$ cat src/hdl/tsc_pkg.sv
// package of constants and types for the tamper select and calibration loader
package tsc_pkg;

  // ---------------------------------------------------------------
  // widths
  // ---------------------------------------------------------------
  localparam int SAMPLE_W = 12;
  localparam int ACC_W = 24;
  localparam int CONST_W = 16;
  localparam int ADDR_W = 8;
  localparam int DATA_W = 16;

  // ---------------------------------------------------------------
  // timing
  // ---------------------------------------------------------------
  localparam int CLK_HZ = 100_000_000;
  localparam int BAUD = 9600;
  localparam int BIT_CYCLES = CLK_HZ / BAUD;
  localparam int HALF_BIT_CYCLES = BIT_CYCLES / 2;

  // ---------------------------------------------------------------
  // tamper threshold, percent of the heavier leg
  // ---------------------------------------------------------------
  localparam int THRESH_PCT = 8;

  // ---------------------------------------------------------------
  // register offsets
  // ---------------------------------------------------------------
  localparam logic [ADDR_W-1:0] OFF_CTRL = 8'h00;
  localparam logic [ADDR_W-1:0] OFF_STATUS = 8'h04;
  localparam logic [ADDR_W-1:0] OFF_IRQ_STAT = 8'h08;
  localparam logic [ADDR_W-1:0] OFF_IRQ_MASK = 8'h0c;
  localparam logic [ADDR_W-1:0] OFF_ACC_A = 8'h10;
  localparam logic [ADDR_W-1:0] OFF_ACC_B = 8'h14;
  localparam logic [ADDR_W-1:0] OFF_CAL_BASE = 8'h20;

  // ---------------------------------------------------------------
  // control fields
  // ---------------------------------------------------------------
  localparam int CTRL_SINGLE_BIT = 0;
  localparam int CTRL_BYPASS_BIT = 1;
  localparam logic [1:0] CTRL_RESET = 2'h0;

  // interrupt bits
  localparam int IRQ_TAMPER_BIT = 0;
  localparam int IRQ_CAL_DONE_BIT = 1;
  localparam int IRQ_FRAME_ERR_BIT = 2;
  localparam int IRQ_W = 3;

  // ---------------------------------------------------------------
  // calibration constants: 0..3 gains, 4 phase correction
  // ---------------------------------------------------------------
  localparam int CAL_WORDS = 5;
  localparam int CAL_BYTES = CAL_WORDS * 2;
  localparam int CAL_IDX_W = 3;
  localparam int CAL_PHASE_IDX = 4;
  localparam logic [CONST_W-1:0] GAIN_DEFAULT = 16'h00c8;
  localparam logic [CONST_W-1:0] PHASE_DEFAULT = 16'h0000;
  localparam logic [7:0] CAL_START_BYTE = 8'h5a;

  typedef enum logic {SEL_NEUTRAL, SEL_PHASE} tsc_sel_t;

endpackage : tsc_pkg

$ cat src/hdl/tsc_tamper_cal.sv
// dual-channel tamper selector and serial calibration loader
//
// Notes on behaviour
// - Two current channels, phase and neutral, are accumulated separately per period.
// - On tamper, metering switches to the channel with the larger load current.
// - Tamper is declared when the two sums differ by eight percent or more.
// - In single-sensor configuration no tamper detection is done.
// - A bypass option disables comparison and pins metering to one channel.
// - Default calibration constants are held from reset until new ones load.
// - Four gain constants: per channel, per low and high amplifier gain.
// - A phase timing correction arrives with the gains and is driven out on phase_corr.
// - Downloads are accepted only while the calibration jumper is asserted.
// - Received calibration data is written into nonvolatile memory.
// - The comparison uses the same per-period sums as gain selection.
// - A tamper indication output is raised when tamper is detected.
//
// The register addresses and strobed register access were chosen for this implementation.
`timescale 1ns/1ns
module tsc_tamper_cal
  import tsc_pkg::*;
#(
  parameter int BIT_CYC = BIT_CYCLES
)(
  // clock and reset
  input wire logic ref_clk,
  input wire logic rst,
  // current samples, same clock domain
  input wire logic [SAMPLE_W-1:0] current_sensor_a,
  input wire logic [SAMPLE_W-1:0] current_sensor_b,
  input wire logic sample_valid,
  input wire logic period_end,
  input wire logic amp_high_gain,
  // pins
  input wire logic calibration_enable_jumper,
  input wire logic cal_rxd,
  // metering results
  output logic meter_sel_phase,
  output logic tamper_out,
  output logic [CONST_W-1:0] gain_const,
  output logic [CONST_W-1:0] phase_corr,
  output logic [ACC_W-1:0] gain_sum,
  output logic gain_sum_valid,
  // nonvolatile memory write port
  output logic nvm_we,
  output logic [CAL_IDX_W:0] nvm_addr,
  output logic [7:0] nvm_wdata,
  // register port
  input wire logic [ADDR_W-1:0] reg_addr,
  input wire logic [DATA_W-1:0] reg_wdata,
  input wire logic reg_wr,
  input wire logic reg_rd,
  output logic [DATA_W-1:0] reg_rdata,
  // interrupt
  output logic irq
);

  // --------------------------------------------------------------
  // pin synchronisers
  // --------------------------------------------------------------
  logic [1:0] jp_sync_reg, rx_sync_reg;
  always_ff @(posedge ref_clk or posedge rst)
  begin
    if (rst)
    begin
      jp_sync_reg <= 2'b00;
      rx_sync_reg <= 2'b11; // idle line is high
    end
    else
    begin
      jp_sync_reg <= {jp_sync_reg[0], calibration_enable_jumper};
      rx_sync_reg <= {rx_sync_reg[0], cal_rxd};
    end
  end
  logic jp_on;
  assign jp_on = jp_sync_reg[1];

  logic [7:0] rx_byte;
  logic rx_vld, rx_err;
  tsc_uart_rx #(.BIT_CYC(BIT_CYC)) u_rx (
    .ref_clk(ref_clk),
    .rst(rst),
    .rxd(rx_sync_reg[1]),
    .rx_data(rx_byte),
    .rx_valid(rx_vld),
    .rx_frame_err(rx_err)
  );

  // --------------------------------------------------------------
  // state declarations
  // --------------------------------------------------------------
  logic [ACC_W-1:0] acc_a_reg, acc_a_next, acc_b_reg, acc_b_next;
  logic [ACC_W-1:0] sum_a_reg, sum_a_next, sum_b_reg, sum_b_next;
  logic cmp_reg, cmp_next;
  tsc_sel_t sel_reg, sel_next;
  logic tamper_reg, tamper_next;
  logic [1:0] ctrl_reg, ctrl_next;
  logic [IRQ_W-1:0] ist_reg, ist_next, imask_reg, imask_next;
  logic [DATA_W-1:0] rdata_reg, rdata_next;
  logic [CONST_W-1:0] cal_reg [CAL_WORDS];
  logic [CONST_W-1:0] cal_next [CAL_WORDS];
  logic [CONST_W-1:0] stage_reg [CAL_WORDS];
  logic [CONST_W-1:0] stage_next [CAL_WORDS];
  logic loading_reg, loading_next;
  logic [CAL_IDX_W:0] bcnt_reg, bcnt_next;
  logic nvm_we_reg, nvm_we_next;
  logic [CAL_IDX_W:0] nvm_addr_reg, nvm_addr_next;
  logic [7:0] nvm_wdata_reg, nvm_wdata_next;

  // absolute value of a signed sample, shared by both channels
  function automatic logic [ACC_W-1:0] mag(input logic [SAMPLE_W-1:0] s);
    logic [SAMPLE_W-1:0] m;
    m = s[SAMPLE_W-1] ? (~s + 1'b1) : s;
    mag = ACC_W'(m);
  endfunction : mag

  // difference >= 8% of the heavier leg, scaled to avoid a divider
  function automatic logic over_thresh(input logic [ACC_W-1:0] hi,
                                       input logic [ACC_W-1:0] lo);
    logic [ACC_W+7:0] l, r;
    l = (ACC_W+8)'(hi - lo) * (ACC_W+8)'(100);
    r = (ACC_W+8)'(hi) * (ACC_W+8)'(THRESH_PCT);
    over_thresh = (l >= r) && (hi != '0);
  endfunction : over_thresh

  // --------------------------------------------------------------
  // accumulation and tamper decision
  // --------------------------------------------------------------
  logic a_heavier, diff_hit, cmp_en;
  assign a_heavier = sum_a_reg >= sum_b_reg;
  assign diff_hit = a_heavier ? over_thresh(sum_a_reg, sum_b_reg)
                              : over_thresh(sum_b_reg, sum_a_reg);
  assign cmp_en = !ctrl_reg[CTRL_SINGLE_BIT] && !ctrl_reg[CTRL_BYPASS_BIT];

  always_comb
  begin
    acc_a_next = acc_a_reg;
    acc_b_next = acc_b_reg;
    sum_a_next = sum_a_reg;
    sum_b_next = sum_b_reg;
    cmp_next = 1'b0;
    sel_next = sel_reg;
    tamper_next = tamper_reg;
    if (sample_valid)
    begin
      acc_a_next = acc_a_reg + mag(current_sensor_a);
      acc_b_next = acc_b_reg + mag(current_sensor_b);
    end
    if (period_end)
    begin
      // the same period sums feed gain selection and comparison
      sum_a_next = sample_valid ? acc_a_next : acc_a_reg;
      sum_b_next = sample_valid ? acc_b_next : acc_b_reg;
      acc_a_next = '0;
      acc_b_next = '0;
      cmp_next = 1'b1;
    end
    if (!cmp_en)
    begin
      // single channel or bypass: fixed channel, no tamper
      sel_next = SEL_NEUTRAL;
      tamper_next = 1'b0;
    end
    else if (cmp_reg)
    begin
      tamper_next = diff_hit;
      if (diff_hit)
        sel_next = a_heavier ? SEL_PHASE : SEL_NEUTRAL;
      else
        sel_next = SEL_NEUTRAL;
    end
  end

  // --------------------------------------------------------------
  // calibration receive: start byte then low/high byte pairs
  // --------------------------------------------------------------
  always_comb
  begin
    loading_next = loading_reg;
    bcnt_next = bcnt_reg;
    nvm_we_next = 1'b0;
    nvm_addr_next = nvm_addr_reg;
    nvm_wdata_next = nvm_wdata_reg;
    for (int i = 0; i < CAL_WORDS; i++)
    begin
      cal_next[i] = cal_reg[i];
      stage_next[i] = stage_reg[i];
    end
    if (!jp_on)
      loading_next = 1'b0;
    else if (rx_vld)
    begin
      if (!loading_reg)
      begin
        if (rx_byte == CAL_START_BYTE)
        begin
          loading_next = 1'b1;
          bcnt_next = '0;
        end
      end
      else
      begin
        if (bcnt_reg[0])
          stage_next[bcnt_reg[CAL_IDX_W:1]][15:8] = rx_byte;
        else
          stage_next[bcnt_reg[CAL_IDX_W:1]][7:0] = rx_byte;
        nvm_we_next = 1'b1;
        nvm_addr_next = bcnt_reg;
        nvm_wdata_next = rx_byte;
        bcnt_next = bcnt_reg + 1'b1;
        if (bcnt_reg == (CAL_IDX_W+1)'(CAL_BYTES - 1))
        begin
          loading_next = 1'b0;
          // commit all constants at once so no half set is used
          for (int i = 0; i < CAL_WORDS; i++)
            cal_next[i] = stage_next[i];
        end
      end
    end
  end

  // --------------------------------------------------------------
  // register port and interrupt status
  // --------------------------------------------------------------
  logic cal_done_ev;
  assign cal_done_ev = nvm_we_next && !loading_next && jp_on;
  logic [IRQ_W-1:0] ev;
  assign ev = {rx_err && jp_on, cal_done_ev, tamper_next && !tamper_reg};

  always_comb
  begin
    ctrl_next = ctrl_reg;
    imask_next = imask_reg;
    ist_next = ist_reg;
    rdata_next = '0;
    if (reg_wr)
    begin
      if (reg_addr == OFF_CTRL)
        ctrl_next = reg_wdata[1:0];
      else if (reg_addr == OFF_IRQ_STAT)
        ist_next = ist_reg & ~reg_wdata[IRQ_W-1:0];
      else if (reg_addr == OFF_IRQ_MASK)
        imask_next = reg_wdata[IRQ_W-1:0];
    end
    ist_next = ist_next | ev; // set wins over clear
    if (reg_rd)
    begin
      if (reg_addr == OFF_CTRL)
        rdata_next = DATA_W'(ctrl_reg);
      else if (reg_addr == OFF_STATUS)
        rdata_next = DATA_W'({loading_reg, jp_on, sel_reg == SEL_PHASE, tamper_reg});
      else if (reg_addr == OFF_IRQ_STAT)
        rdata_next = DATA_W'(ist_reg);
      else if (reg_addr == OFF_IRQ_MASK)
        rdata_next = DATA_W'(imask_reg);
      else if (reg_addr == OFF_ACC_A)
        rdata_next = sum_a_reg[ACC_W-1 -: DATA_W];
      else if (reg_addr == OFF_ACC_B)
        rdata_next = sum_b_reg[ACC_W-1 -: DATA_W];
      else if (reg_addr >= OFF_CAL_BASE && reg_addr < OFF_CAL_BASE + 8'(4 * CAL_WORDS)
               && reg_addr[1:0] == 2'b00)
        rdata_next = cal_reg[3'(reg_addr[4:2])];
    end
  end

  // --------------------------------------------------------------
  // registers
  // --------------------------------------------------------------
  always_ff @(posedge ref_clk or posedge rst)
  begin
    if (rst)
    begin
      acc_a_reg <= '0;
      acc_b_reg <= '0;
      sum_a_reg <= '0;
      sum_b_reg <= '0;
      cmp_reg <= 1'b0;
      sel_reg <= SEL_NEUTRAL;
      tamper_reg <= 1'b0;
      ctrl_reg <= CTRL_RESET;
      ist_reg <= '0;
      imask_reg <= '0;
      rdata_reg <= '0;
      loading_reg <= 1'b0;
      bcnt_reg <= '0;
      nvm_we_reg <= 1'b0;
      nvm_addr_reg <= '0;
      nvm_wdata_reg <= '0;
      for (int i = 0; i < CAL_WORDS; i++)
      begin
        cal_reg[i] <= (i == CAL_PHASE_IDX) ? PHASE_DEFAULT : GAIN_DEFAULT;
        stage_reg[i] <= '0;
      end
    end
    else
    begin
      acc_a_reg <= acc_a_next;
      acc_b_reg <= acc_b_next;
      sum_a_reg <= sum_a_next;
      sum_b_reg <= sum_b_next;
      cmp_reg <= cmp_next;
      sel_reg <= sel_next;
      tamper_reg <= tamper_next;
      ctrl_reg <= ctrl_next;
      ist_reg <= ist_next;
      imask_reg <= imask_next;
      rdata_reg <= rdata_next;
      loading_reg <= loading_next;
      bcnt_reg <= bcnt_next;
      nvm_we_reg <= nvm_we_next;
      nvm_addr_reg <= nvm_addr_next;
      nvm_wdata_reg <= nvm_wdata_next;
      for (int i = 0; i < CAL_WORDS; i++)
      begin
        cal_reg[i] <= cal_next[i];
        stage_reg[i] <= stage_next[i];
      end
    end
  end

  // --------------------------------------------------------------
  // outputs
  // --------------------------------------------------------------
  logic [1:0] gidx;
  // gain index: bit1 = channel, bit0 = high gain
  assign gidx = {sel_reg == SEL_PHASE, amp_high_gain};
  assign gain_const = cal_reg[gidx];
  assign phase_corr = cal_reg[CAL_PHASE_IDX];
  assign meter_sel_phase = (sel_reg == SEL_PHASE);
  assign tamper_out = tamper_reg;
  assign gain_sum = (sel_reg == SEL_PHASE) ? sum_a_reg : sum_b_reg;
  assign gain_sum_valid = cmp_reg;
  assign nvm_we = nvm_we_reg;
  assign nvm_addr = nvm_addr_reg;
  assign nvm_wdata = nvm_wdata_reg;
  assign reg_rdata = rdata_reg;
  assign irq = |(ist_reg & imask_reg);

endmodule : tsc_tamper_cal

$ cat src/hdl/tsc_uart_rx.sv
// serial byte receiver, 8 data bits, no parity, one stop bit
`timescale 1ns/1ns
module tsc_uart_rx
  import tsc_pkg::*;
#(
  parameter int BIT_CYC = BIT_CYCLES
)(
  // clock and reset
  input wire logic ref_clk,
  input wire logic rst,
  // serial line, already synchronised
  input wire logic rxd,
  // received byte
  output logic [7:0] rx_data,
  output logic rx_valid,
  output logic rx_frame_err
);

  typedef enum logic [1:0] {RX_IDLE, RX_START, RX_DATA, RX_STOP} tsc_rx_state_t;

  tsc_rx_state_t state_reg, state_next;
  logic [15:0] cnt_reg, cnt_next;
  logic [2:0] bit_reg, bit_next;
  logic [7:0] shf_reg, shf_next;
  logic [7:0] data_reg, data_next;
  logic vld_reg, vld_next;
  logic err_reg, err_next;

  // --------------------------------------------------------------
  // next state: sample each bit at its middle
  // --------------------------------------------------------------
  always_comb
  begin
    state_next = state_reg;
    cnt_next = cnt_reg;
    bit_next = bit_reg;
    shf_next = shf_reg;
    data_next = data_reg;
    vld_next = 1'b0;
    err_next = 1'b0;
    case (state_reg)
      RX_IDLE:
      begin
        if (!rxd)
        begin
          state_next = RX_START;
          cnt_next = 16'(BIT_CYC / 2);
        end
      end
      RX_START:
      begin
        if (cnt_reg != 16'h0000)
          cnt_next = cnt_reg - 16'h0001;
        else if (rxd)
          state_next = RX_IDLE; // glitch, not a start bit
        else
        begin
          state_next = RX_DATA;
          cnt_next = 16'(BIT_CYC - 1);
          bit_next = 3'h0;
        end
      end
      RX_DATA:
      begin
        if (cnt_reg != 16'h0000)
          cnt_next = cnt_reg - 16'h0001;
        else
        begin
          shf_next = {rxd, shf_reg[7:1]};
          cnt_next = 16'(BIT_CYC - 1);
          bit_next = bit_reg + 3'h1;
          if (bit_reg == 3'h7)
            state_next = RX_STOP;
        end
      end
      default:
      begin
        if (cnt_reg != 16'h0000)
          cnt_next = cnt_reg - 16'h0001;
        else
        begin
          state_next = RX_IDLE;
          if (rxd)
          begin
            data_next = shf_reg;
            vld_next = 1'b1;
          end
          else
            err_next = 1'b1;
        end
      end
    endcase
  end

  // registers
  always_ff @(posedge ref_clk or posedge rst)
  begin
    if (rst)
    begin
      state_reg <= RX_IDLE;
      cnt_reg <= 16'h0000;
      bit_reg <= 3'h0;
      shf_reg <= 8'h00;
      data_reg <= 8'h00;
      vld_reg <= 1'b0;
      err_reg <= 1'b0;
    end
    else
    begin
      state_reg <= state_next;
      cnt_reg <= cnt_next;
      bit_reg <= bit_next;
      shf_reg <= shf_next;
      data_reg <= data_next;
      vld_reg <= vld_next;
      err_reg <= err_next;
    end
  end

  assign rx_data = data_reg;
  assign rx_valid = vld_reg;
  assign rx_frame_err = err_reg;

endmodule : tsc_uart_rx

$ cat config.mk
export PLATFORM = sky130hd
export DESIGN_NAME = tsc_tamper_cal
export DESIGN_NICKNAME = d
export VERILOG_FILES = /design/src/hdl/tsc_pkg.sv /design/src/hdl/tsc_tamper_cal.sv /design/src/hdl/tsc_uart_rx.sv
export SDC_FILE = /design/constraint.sdc
export NUM_CORES = 1
export LEC_CHECK = 0
export BUFFER_PORTS_ARGS = -buffer_cell sky130_fd_sc_hd__buf_2
export CAP_MARGIN = 20
export CORE_AREA = 5 5 238 217
export CTS_BUF_LIST = sky130_fd_sc_hd__clkbuf_16
export CTS_CLUSTER_SIZE = 25
export DETAILED_ROUTE_END_ITERATION = 16
export DIE_AREA = 0 0 243 222
export HOLD_SLACK_MARGIN = 0.15
export PLACE_DENSITY = 0.84
export SETUP_SLACK_MARGIN = 0.3
export SYNTH_ARGS = -nofsm -noshare
export SYNTH_HDL_FRONTEND = slang
export SYNTH_SLANG_ARGS = --single-unit
export TNS_END_PERCENT = 50
$ cat constraint.sdc
create_clock -name ref_clk -period 12 [get_ports ref_clk]
set_clock_uncertainty 0.05 [all_clocks]
set_input_delay 0.6 -clock ref_clk [delete_from_list [all_inputs] [get_ports ref_clk]]
set_output_delay 0.6 -clock ref_clk [all_outputs]
set_load 0.01 [all_outputs]
After elaboration in Yosys (flattened, before gate mapping)
Index checks and enable logic that the tools add are counted.
{ "word_totals": {"word_cells": 195, "in_bits": 57, "output_inout_bits": 89, "register_bits": 344} }
{ "classes": {"eq_ne": 18, "reduce_logical": 35, "n_lt_le_gt_ge": 9, "n_mux": 74, "multipliers": 2, "n_bitwise": 13, "add_sub_neg": 9} }
{ "op_table": {"columns": ["op", "n"], "rows": [
  ["$mux W16", 18],
  ["$mux W24", 7],
  ["$bwmux W80", 2],
  ["$bmux W16 S3", 2],
  ["$demux W16 S3", 2],
  ["$mux W80", 1],
  ["$ge A32 B27 Y1", 2],
  ["$mul A32 B5 Y30 const B", 2],
  ["$sub A24 B24 Y25", 2],
  ["$add A24 B12 Y24", 2],
  ["$pmux W16 S3", 1],
  ["$reduce_bool A24 Y1", 2],
  ["$add A12 B1 Y12 const B", 2],
  ["$ge A24 B24 Y1", 1],
  ["$mux W12", 2],
  ["$not A12 Y12", 2],
  ["$mux W1", 22],
  ["$mux W3", 6],
  ["$eq A8 B4 Y1 const B", 2],
  ["$eq A8 B5 Y1 const B", 2],
  ["$reduce_bool A16 Y1", 1],
  ["$sub A16 B1 Y16 const B", 1],
  ["$mux W2", 6],
  ["$ne A2 B2 Y1 const B", 6],
  ["other kinds (36)", 64]
]} }

Depth between registers and ports, before layout
Gate-level depths: netlist of run 1.
{ "depth": {"word_depth": 12, "depth_mapped": 35, "ltp_nobuf": 35} }

Cells and area by module
A second synthesis of run 1 with hierarchy kept.
{ "hier_totals": {"cells_unflattened": 2793, "area_unflattened_um2": 26191.4} }
{ "modules_own_cells": {"columns": ["mod", "area_each_um2", "instances", "cells_each", "seq_area_each_um2"], "rows": [
  ["tsc_tamper_cal", 24094.4, 1, 2601, 7649.8],
  ["tsc_uart_rx", 2097.0, 1, 192, 975.9]
]} }

Worst setup path after synthesis of run 1
OpenSTA, ideal clock, no wires.
{ "synth_path": {"kind": "flip-flop to flip-flop", "from": "reg sum_a_reg[0]", "to": "reg tamper_reg (netlist: tamper_out)", "required_time_ps": 11816, "stages_incl_launch_ff": 32, "setup_ps": 134, "arrival_ps": 6655, "period_less_slack_ps": 6840, "n_path_buf": 0, "slack_ps": 5160, "cell_sequence": "dfrtp_1 -> inv_1 -> ha_1 -> inv_1 -> fa_1 -> a21o_1 -> a21oi_1 -> o21ai_0 -> a31o_2 -> xor2_1 -> ha_1 -> ha_1 -> inv_1 -> fa_1 -> inv_1 -> ha_1 -> a2111o_1 -> o21ai_0 -> a21oi_1 -> a211oi_1 -> o21bai_1 -> a21oi_1 -> xnor2_1 -> ha_1 -> a21o_1 -> a2111oi_0 -> o21ai_0 -> o2bb2ai_1 -> a211oi_1 -> o2111ai_1 -> o31ai_1 -> a21oi_1"} }
{ "synth_via": {"elab_chain_cells": 7, "word_cells_on_any_way": 13, "classes_between": "2 x add/sub; 2 x mul; 3 x order compare; 3 x mux; 3 x reduce/logical"} }
{ "synth_lines": {"columns": ["element", "line_no", "rtl"], "rows": [
  ["start, declared", "tsc_tamper_cal.sv:92", "logic [ACC_W-1:0] sum_a_reg, sum_a_next, sum_b_reg, sum_b_next;"],
  ["start signal, assigned", "tsc_tamper_cal.sv:298", "sum_a_reg <= sum_a_next;"],
  ["$sub A24 B24 Y25", "tsc_tamper_cal.sv:120", "l = (ACC_W+8)'(hi - lo) * (ACC_W+8)'(100);"],
  ["$mul A32 B5 Y30", "tsc_tamper_cal.sv:120", null],
  ["$ge A32 B27 Y1", "tsc_tamper_cal.sv:122", "over_thresh = (l >= r) && (hi != '0);"],
  ["$logic_and A1 B1 Y1", "tsc_tamper_cal.sv:122", null],
  ["$mux W1 (*)", "tsc_tamper_cal.sv:130", "assign diff_hit = a_heavier ? over_thresh(sum_a_reg, sum_b_reg)"],
  ["$mux W1 (*)", "tsc_tamper_cal.sv:163", "else if (cmp_reg)"],
  ["$mux W1 (*)", "tsc_tamper_cal.sv:157", "if (!cmp_en)"],
  ["named net tamper_next", "tsc_tamper_cal.sv:95", "logic tamper_reg, tamper_next;"],
  ["end signal, assigned", "tsc_tamper_cal.sv:302", "tamper_reg <= tamper_next;"],
  ["end, declared", "tsc_tamper_cal.sv:95", null]
]} }
Mark *: on every way through the listed nets, which the timed path passes. The rest lies on a longest branch.
A chain may end at the register's enable or synchronous reset.

Worst setup path after layout of run 1
{ "layout_path": {"from": "reg sum_a_reg[1]", "to": "reg ist_reg[0]"} }
{ "layout_via": {"elab_chain_cells": 9, "word_cells_on_any_way": 15, "classes_between": "2 x add/sub; 2 x mul; 3 x order compare; 3 x mux; 1 x bitwise; 4 x reduce/logical"} }
{ "layout_lines": {"columns": ["element", "line_no", "rtl"], "rows": [
  ["$sub A24 B24 Y25", "tsc_tamper_cal.sv:120", null],
  ["$mul A32 B5 Y30", "tsc_tamper_cal.sv:120", null],
  ["$ge A32 B27 Y1", "tsc_tamper_cal.sv:122", null],
  ["$logic_and A1 B1 Y1", "tsc_tamper_cal.sv:122", null],
  ["$mux W1 (*)", "tsc_tamper_cal.sv:130", null],
  ["$mux W1 (*)", "tsc_tamper_cal.sv:163", null],
  ["$mux W1 (*)", "tsc_tamper_cal.sv:157", null],
  ["$logic_and A1 B1 Y1 (*)", "tsc_tamper_cal.sv:227", "assign ev = {rx_err && jp_on, cal_done_ev, tamper_next && !tamper_reg};"],
  ["$or A3 B3 Y3 (*)", "tsc_tamper_cal.sv:244", "ist_next = ist_next | ev;"],
  ["named net ist_next[0]", "tsc_tamper_cal.sv:97", "logic [IRQ_W-1:0] ist_reg, ist_next, imask_reg, imask_next;"],
  ["end signal, assigned", "tsc_tamper_cal.sv:304", "ist_reg <= ist_next;"],
  ["end, declared", "tsc_tamper_cal.sv:97", null]
]} }
Marks and branches as above.

==> impl_metrics.py, run 1 <==
metrics = {
    "worst_setup_path": {
        "path_buf_inv": 5,
        "rr_worst_depth": 36,
        "end_kind": "flip-flop",
        "cp_common_cell": "ha_1",
        "cpPeakStageDelay_ns": 0.50,
        "critPathRequiredTime_ns": 12.38,
        "reg2reg_slack_ns": 3.75,
        "path_class": "reg2reg",
        "cp_slowest_cell": "dfrtp_1",
        "path_delay_family": "compound AO/OA/AOI/OAI gates",
        "r2r-end": "ist_reg[0]",
        "arrival_ns": 8.63,
        "crit_path_max_fanout": 6,
        "r2r_start": "sum_a_reg[1]",
        "startpoint_type": "flip-flop",
    },
    "floorplanning": {
        "die_w_um": 243,
        "num_rows": 77,
        "initial_core_util_pct": 54.37,
        "die_area_mm2": 0.05395,
        "die_h_um": 222,
        "num_io_pins": 146,
        "coreArea_mm2": 0.04875,
    },
    "global_route": {
        "grt_max_degree": 117,
        "grt_pass1_wl_um": 111000,
        "antenna_found_initial": 2,
        "grt_overflow_total": 0,
        "grt_pass1_vias": 21207,
        "track_usage_pct": 24.86,
    },
    "drt": {
        "dr_wl_met3_um": 4910,
        "drc": 0,
        "drt_iter0_drc": 1933,
        "m1WireLength_um": 29390,
        "final_antenna_net_count": 0,
        "vias": 21781,
        "routed_via_density": 6.047,
        "drtPass1Iterations": 5,
        "wl_um": 69530,
        "dr.max_layer_used": "met4",
        "wl_per_cell_um": 19.30,
        "dr_wl_met2_um": 32170,
    },
    "final_layout": {
        "final_cell_count_no_fill": 3602,
        "finalNetCount": 3327,
        "layout-drive-gt1-share_pct": 12.83,
        "largest_reg_flops": 80,
        "syn_to_final_growth_pct": 8.558,
        "fin_util_pct": 59.03,
    },
    "clock_tree": {
        "cts_sinks": 344,
        "clkLatencyLatePin_ns": 0.58,
        "cts-htree-levels": 2,
        "postCtsSetupBuffers": 0,
        "clk_pin_slew_ns": 0.06,
        "cts_buffers": 36,
        "cts_hold_buf": 2,
        "clk_path_buf_depth": 3,
        "cts_tree": "built",
        "cts_root_buffer": "clkbuf_16",
        "ctsResizeCount": 0,
    },
    "logic_synthesis": {
        "synth_flop_cell": "dfrtp_1",
        "synthCells": 2894,
        "yosys-top-cells-area": "dfrtp_1 31%, ha_1 13%, a21oi_1 5.1%",
        "synth_top_area_share_pct": 31.15,
        "synth_area_per_cell_um2": 9.159,
        "ys_types": 85,
        "synth_nets": 3277,
        "postSynth.asyncResetShare_pct": 100.0,
        "yosys_warnings": 0,
        "ys_seq_area_share_pct": 32.54,
        "ys_seq_elements": 344,
        "yosysTopAreaCell": "dfrtp_1",
        "synth_area_mm2": 0.02651,
        "synth-edff-count": 0,
    },
    "place": {
        "place_hpwl_um": 50990,
        "dp.cells": 3532,
        "io_buffers": 132,
        "gp_congestion": 0.9829,
        "pre_cts_ws_ns": 3.812,
    },
    "timing": {
        "maxSlewViolCount": 0,
        "max_slew_margin_pct": 26.71,
        "setup_violations": 0,
        "fmax_ghz": 0.1212,
        "period_share_pct": 68.74,
        "worst_slew_pin_slew_ns": 1.095,
        "min_period_ns": 8.249,
        "finalHoldViolCount": 0,
        "grt_setup_unrepaired": "no",
        "fin_setup_tns_ns": 0,
        "final.setup.worst_slack_ns": 3.751,
    },
    "outcome": {
        "status": "completed",
    },
    "job": {
        "max_cap_violations": 0,
    },
    "hold_path": {
        "hold_path_class": "in2async",
    },
}
-- layout make-up --
cell class | count | area (um2)
Timing Repair Buffer | 158 | 903.4
Antenna cell | 1 | 2.502
Clock inverter | 27 | 254.0
Fill cell | 4037 | 19970
Clock buffer | 36 | 900.9
Tap cell | 632 | 790.8
Multi-Input combinational cell | 2134 | 16280
Inverter | 270 | 1021
Sequential cell | 344 | 8627
-- layer usage --
layer	vias up	GRT usage, %
met5	-	0
met4	0	9.901
met3	201	3.857
met2	843	40.21
met1	10495	33.80
li1	10242	-
-- synth_stat cells, drive strengths merged (6+ instances only) --
| cell type | number |
|---|---|
| a221oi | 18 |
| xor2 | 31 |
| nand3 | 36 |
| o21bai | 13 |
| inv | 270 |
| o41ai | 7 |
| nor4 | 24 |
| nand2 | 191 |
| mux2i | 109 |
| nor2 | 298 |
| xnor2 | 94 |
| o22a | 6 |
| nor2b | 29 |
| o21ai | 124 |
| ha | 272 |
| or3 | 13 |
| a21oi | 268 |
| fa | 54 |
| o211ai | 8 |
| or2 | 9 |
| clkbuf | 111 |
| a2111oi | 7 |
| or4 | 16 |
| a211oi | 13 |
| dfrtp | 330 |
| and2 | 8 |
| and3 | 13 |
| o31ai | 24 |
| mux2 | 103 |
| dfstp | 14 |
| nand4 | 26 |
| a21boi | 7 |
| a31oi | 25 |
| o21a | 16 |
| nand2b | 31 |
| mux4 | 32 |
| nor3 | 69 |
| buf | 35 |
| a21o | 67 |
-- cells in the final DEF, fill, tap and decap left out, drive strengths merged, types with 36 or more instances in the layout --
cell / n
buf: 155
nand2: 191
nor2: 298
clkbuf: 37
mux2: 103
o21ai: 124
inv: 277
a21oi: 268
mux2i: 109
nor3: 69
ha: 272
a21o: 67
dfrtp: 330
xnor2: 94
nand3: 36
fa: 54
-- metrics by stage --
step | hold slack [ns] | instance area [um2]
floorplan | 0.2812 | 26510
global placement | 0.3001 | 27530
detailed placement | 0.3017 | 27530
CTS | 0.1653 | 28700
global route | 0.1956 | 28770
finish | 0.1393 | 28780
-- cells by family (layout without fill, tap and decap cells) --
| logic type | after synthesis | after routing | synth area share [%] |
|---|---|---|---|
| multiplexers | 244 | 244 | 11.21 |
| XOR/XNOR | 125 | 125 | 4.130 |
| AO/OA/AOI/OAI | 652 | 652 | 15.27 |
| buffers and inverters | 416 | 491 | 6.141 |
| adder cells (fa/ha/maj) | 326 | 326 | 16.92 |
| AND/OR/NAND/NOR | 787 | 787 | 13.79 |
| flip-flops | 344 | 344 | 32.54 |
| other | 0 | 1 | 0 |
-- how the worst max path moves through the flow --
| stage | start | endpoint | slack [ns] | cells after the start |
|---|---|---|---|---|
| finish | sum_a_reg[1] | ist_reg[0] | 3.75 | 36 |
| global route | sum_a_reg[1] | ist_reg[0] | 3.05 | 36 |
| CTS | sum_a_reg[1] | ist_reg[0] | 3.81 | 34 |
| detailed placement | sum_a_reg[1] | ist_reg[0] | 3.81 | 34 |
| global placement | sum_a_reg[1] | ist_reg[0] | 3.95 | 34 |
| floorplan | rst | acc_a_reg[0] | 1.84 | 1 |
Power of run 1 is left out: the tool's default activity adds up to more than one toggle a clock period on the data nets, which glitch-free logic cannot reach.
==> run 2, diff against run 1 <==
--- a/config.mk
+++ b/config.mk
@@ -13,7 +13,7 @@
 export DETAILED_ROUTE_END_ITERATION = 16
 export DIE_AREA = 0 0 243 222
 export HOLD_SLACK_MARGIN = 0.15
-export PLACE_DENSITY = 0.84
+export PLACE_DENSITY = 0.87
 export SETUP_SLACK_MARGIN = 0.3
 export SYNTH_ARGS = -nofsm -noshare
 export SYNTH_HDL_FRONTEND = slang
==> constraint.sdc (replaced) <==
create_clock -name ref_clk -period 7.25 [get_ports ref_clk]
set_clock_uncertainty 0.05 [all_clocks]
set_input_delay 0.3625 -clock ref_clk [delete_from_list [all_inputs] [get_ports ref_clk]]
set_output_delay 0.3625 -clock ref_clk [all_outputs]
set_load 0.01 [all_outputs]
==> run 2 against run 1 <==
Count of clock-buffer cells in the layout up 2. Critical path type unchanged. Critical path depth fell by 1. Worst setup slack worse by 3.5 ns. Critical endpoint is now tamper_out.
==> impl_metrics.py, run 2 (synthesized netlist as in run 1, its figures left out) <==
metrics = {
    "outcome": {
        "status": "completed",
    },
    "clock_tree": {
        "cts_sinks": 344,
        "clk_path_buf_depth": 3,
        "clk_pin_slew_ns": 0.06,
        "clkLatencyLatePin_ns": 0.58,
        "cts_root_buffer": "clkbuf_16",
        "cts-htree-levels": 2,
        "cts_buffers": 38,
        "cts_tree": "built",
    },
    "worst_setup_path": {
        "r2r_start": "sum_a_reg[0]",
        "startpoint_type": "flip-flop",
        "arrival_ns": 7.43,
        "cp_slowest_cell": "fa_1",
        "crit_path_max_fanout": 5,
        "critPathRequiredTime_ns": 7.64,
        "crit_path_start": "sum_a_reg[0]",
        "cpPeakStageDelay_ns": 0.51,
        "path_class": "reg2reg",
        "end_kind": "flip-flop",
        "path_buf_inv": 6,
        "path_delay_family": "compound AO/OA/AOI/OAI gates",
    },
    "final_layout": {
        "design_area_mm2": 0.03042,
        "layout-drive-gt1-share_pct": 19.45,
        "final_cell_mix": "329 x dfrtp_1, 298 x nor2_1, 277 x inv_1, 260 x ha_1, 252 x a21oi_1",
        "fillCellCount": 3766,
        "finalNetCount": 3476,
        "syn_to_final_growth_pct": 14.76,
        "final_common_cell": "dfrtp_1",
        "largest_reg_flops": 80,
    },
    "timing": {
        "min_period_ns": 7.040,
        "fmax_ghz": 0.1420,
        "grt_setup_unrepaired": "yes",
        "max_slew_margin_pct": 19.76,
        "maxSlewViolCount": 0,
        "setup_violations": 0,
        "worst_slew_pin_slew_ns": 1.199,
        "fin_setup_tns_ns": 0,
        "period_share_pct": 97.10,
        "finalHoldViolCount": 0,
    },
    "job": {
        "max_cap_violations": 0,
    },
    "global_route": {
        "antenna_found_initial": 3,
        "grt_pass1_vias": 22460,
        "track_usage_pct": 26.72,
        "grt_overflow_total": 0,
        "grt_max_degree": 189,
        "grt_pass1_wl_um": 118900,
    },
    "floorplanning": {
        "num_io_pins": 146,
        "coreArea_mm2": 0.04875,
        "initial_core_util_pct": 54.37,
        "die_w_um": 243,
        "num_rows": 77,
        "die_area_mm2": 0.05395,
        "die_h_um": 222,
    },
    "drt": {
        "wl_per_cell_um": 19.89,
        "drtPass1Iterations": 6,
        "drt_iter0_drc": 2168,
        "drc": 0,
        "routed_via_density": 6.106,
        "final_antenna_net_count": 0,
        "vias": 22923,
        "wl_um": 74680,
    },
    "hold_path": {
        "hold_path_class": "in2reg",
        "min_from": "reg_wr",
    },
    "place": {
        "place_area_mm2": 0.02846,
        "io_buffers": 132,
        "gp_congestion": 0.9828,
        "place_hpwl_um": 53110,
    },
}
-- run 2: path summary, 6_finish.rpt --
path,endpoint,slack (ns),cells after the start
worst max-delay path,tamper_out,0.21,35
worst min-delay path,ctrl_reg[1],0.18,3
worst max register to register,tamper_out,0.21,35
worst min register to register,rx_sync_reg[1],0.31,0
max in group asynchronous,u_rx.cnt_reg[2],5.20,4
min in group asynchronous,stage_reg[6],0.46,3
-- run 2: through the flow --
step / setup WS [ns] / utilization, % / std cells / hold WS [ns]
after floorplan: 0.4101 / - / 2894 / 0.2812
after global placement: -0.1789 / 58.38 / 3655 / 0.2844
after detailed placement: -0.3338 / 58.38 / 3655 / 0.3020
after CTS: 0.2795 / 61.53 / 3736 / 0.1560
after global routing: -0.1568 / 62.39 / 3753 / 0.1935
final: 0.2100 / 62.40 / 3754 / 0.1781
-- run 2: area by class of cell --
cell class	count	area [um2]	share of cell area, %
Timing Repair Buffer	305	2004	6.589
Multi-Input combinational cell	2134	16790	55.21
Sequential cell	344	8627	28.36
Tap cell	632	790.8	2.600
Inverter	270	1017	3.344
Clock inverter	30	231.5	0.7609
Clock buffer	38	950.9	3.126
Antenna cell	1	2.502	0.008226
-- run 2: worst min-delay path, cell delays in order --
cell,delay (ns)
buf_2,0.11
nand3_1,0.12
mux2_2,0.16
-- run 2: timing repair --
item / in CTS / in global routing
gates resized for setup: 53 / 60
setup endpoints to repair: 3 / 3
setup buffers: 6 / 15
endpoints found under the hold margin: 40 / 0
gates cloned: 0 / 0
pin swaps: 23 / 73
hold buffers: 7 / 0
-- run 2: metal layers --
layer / global-route usage [%] / vias up / part of all wire, %
met1: 35.51 / 11123 / 40
met4: 12.76 / 4 / 5.7
met2: 42.33 / 1010 / 46
met3: 5.183 / 258 / 8.2
met5: 0 / - / 0.025
li1: - / 10528 / -
Power of run 2 is left out for the same reason.
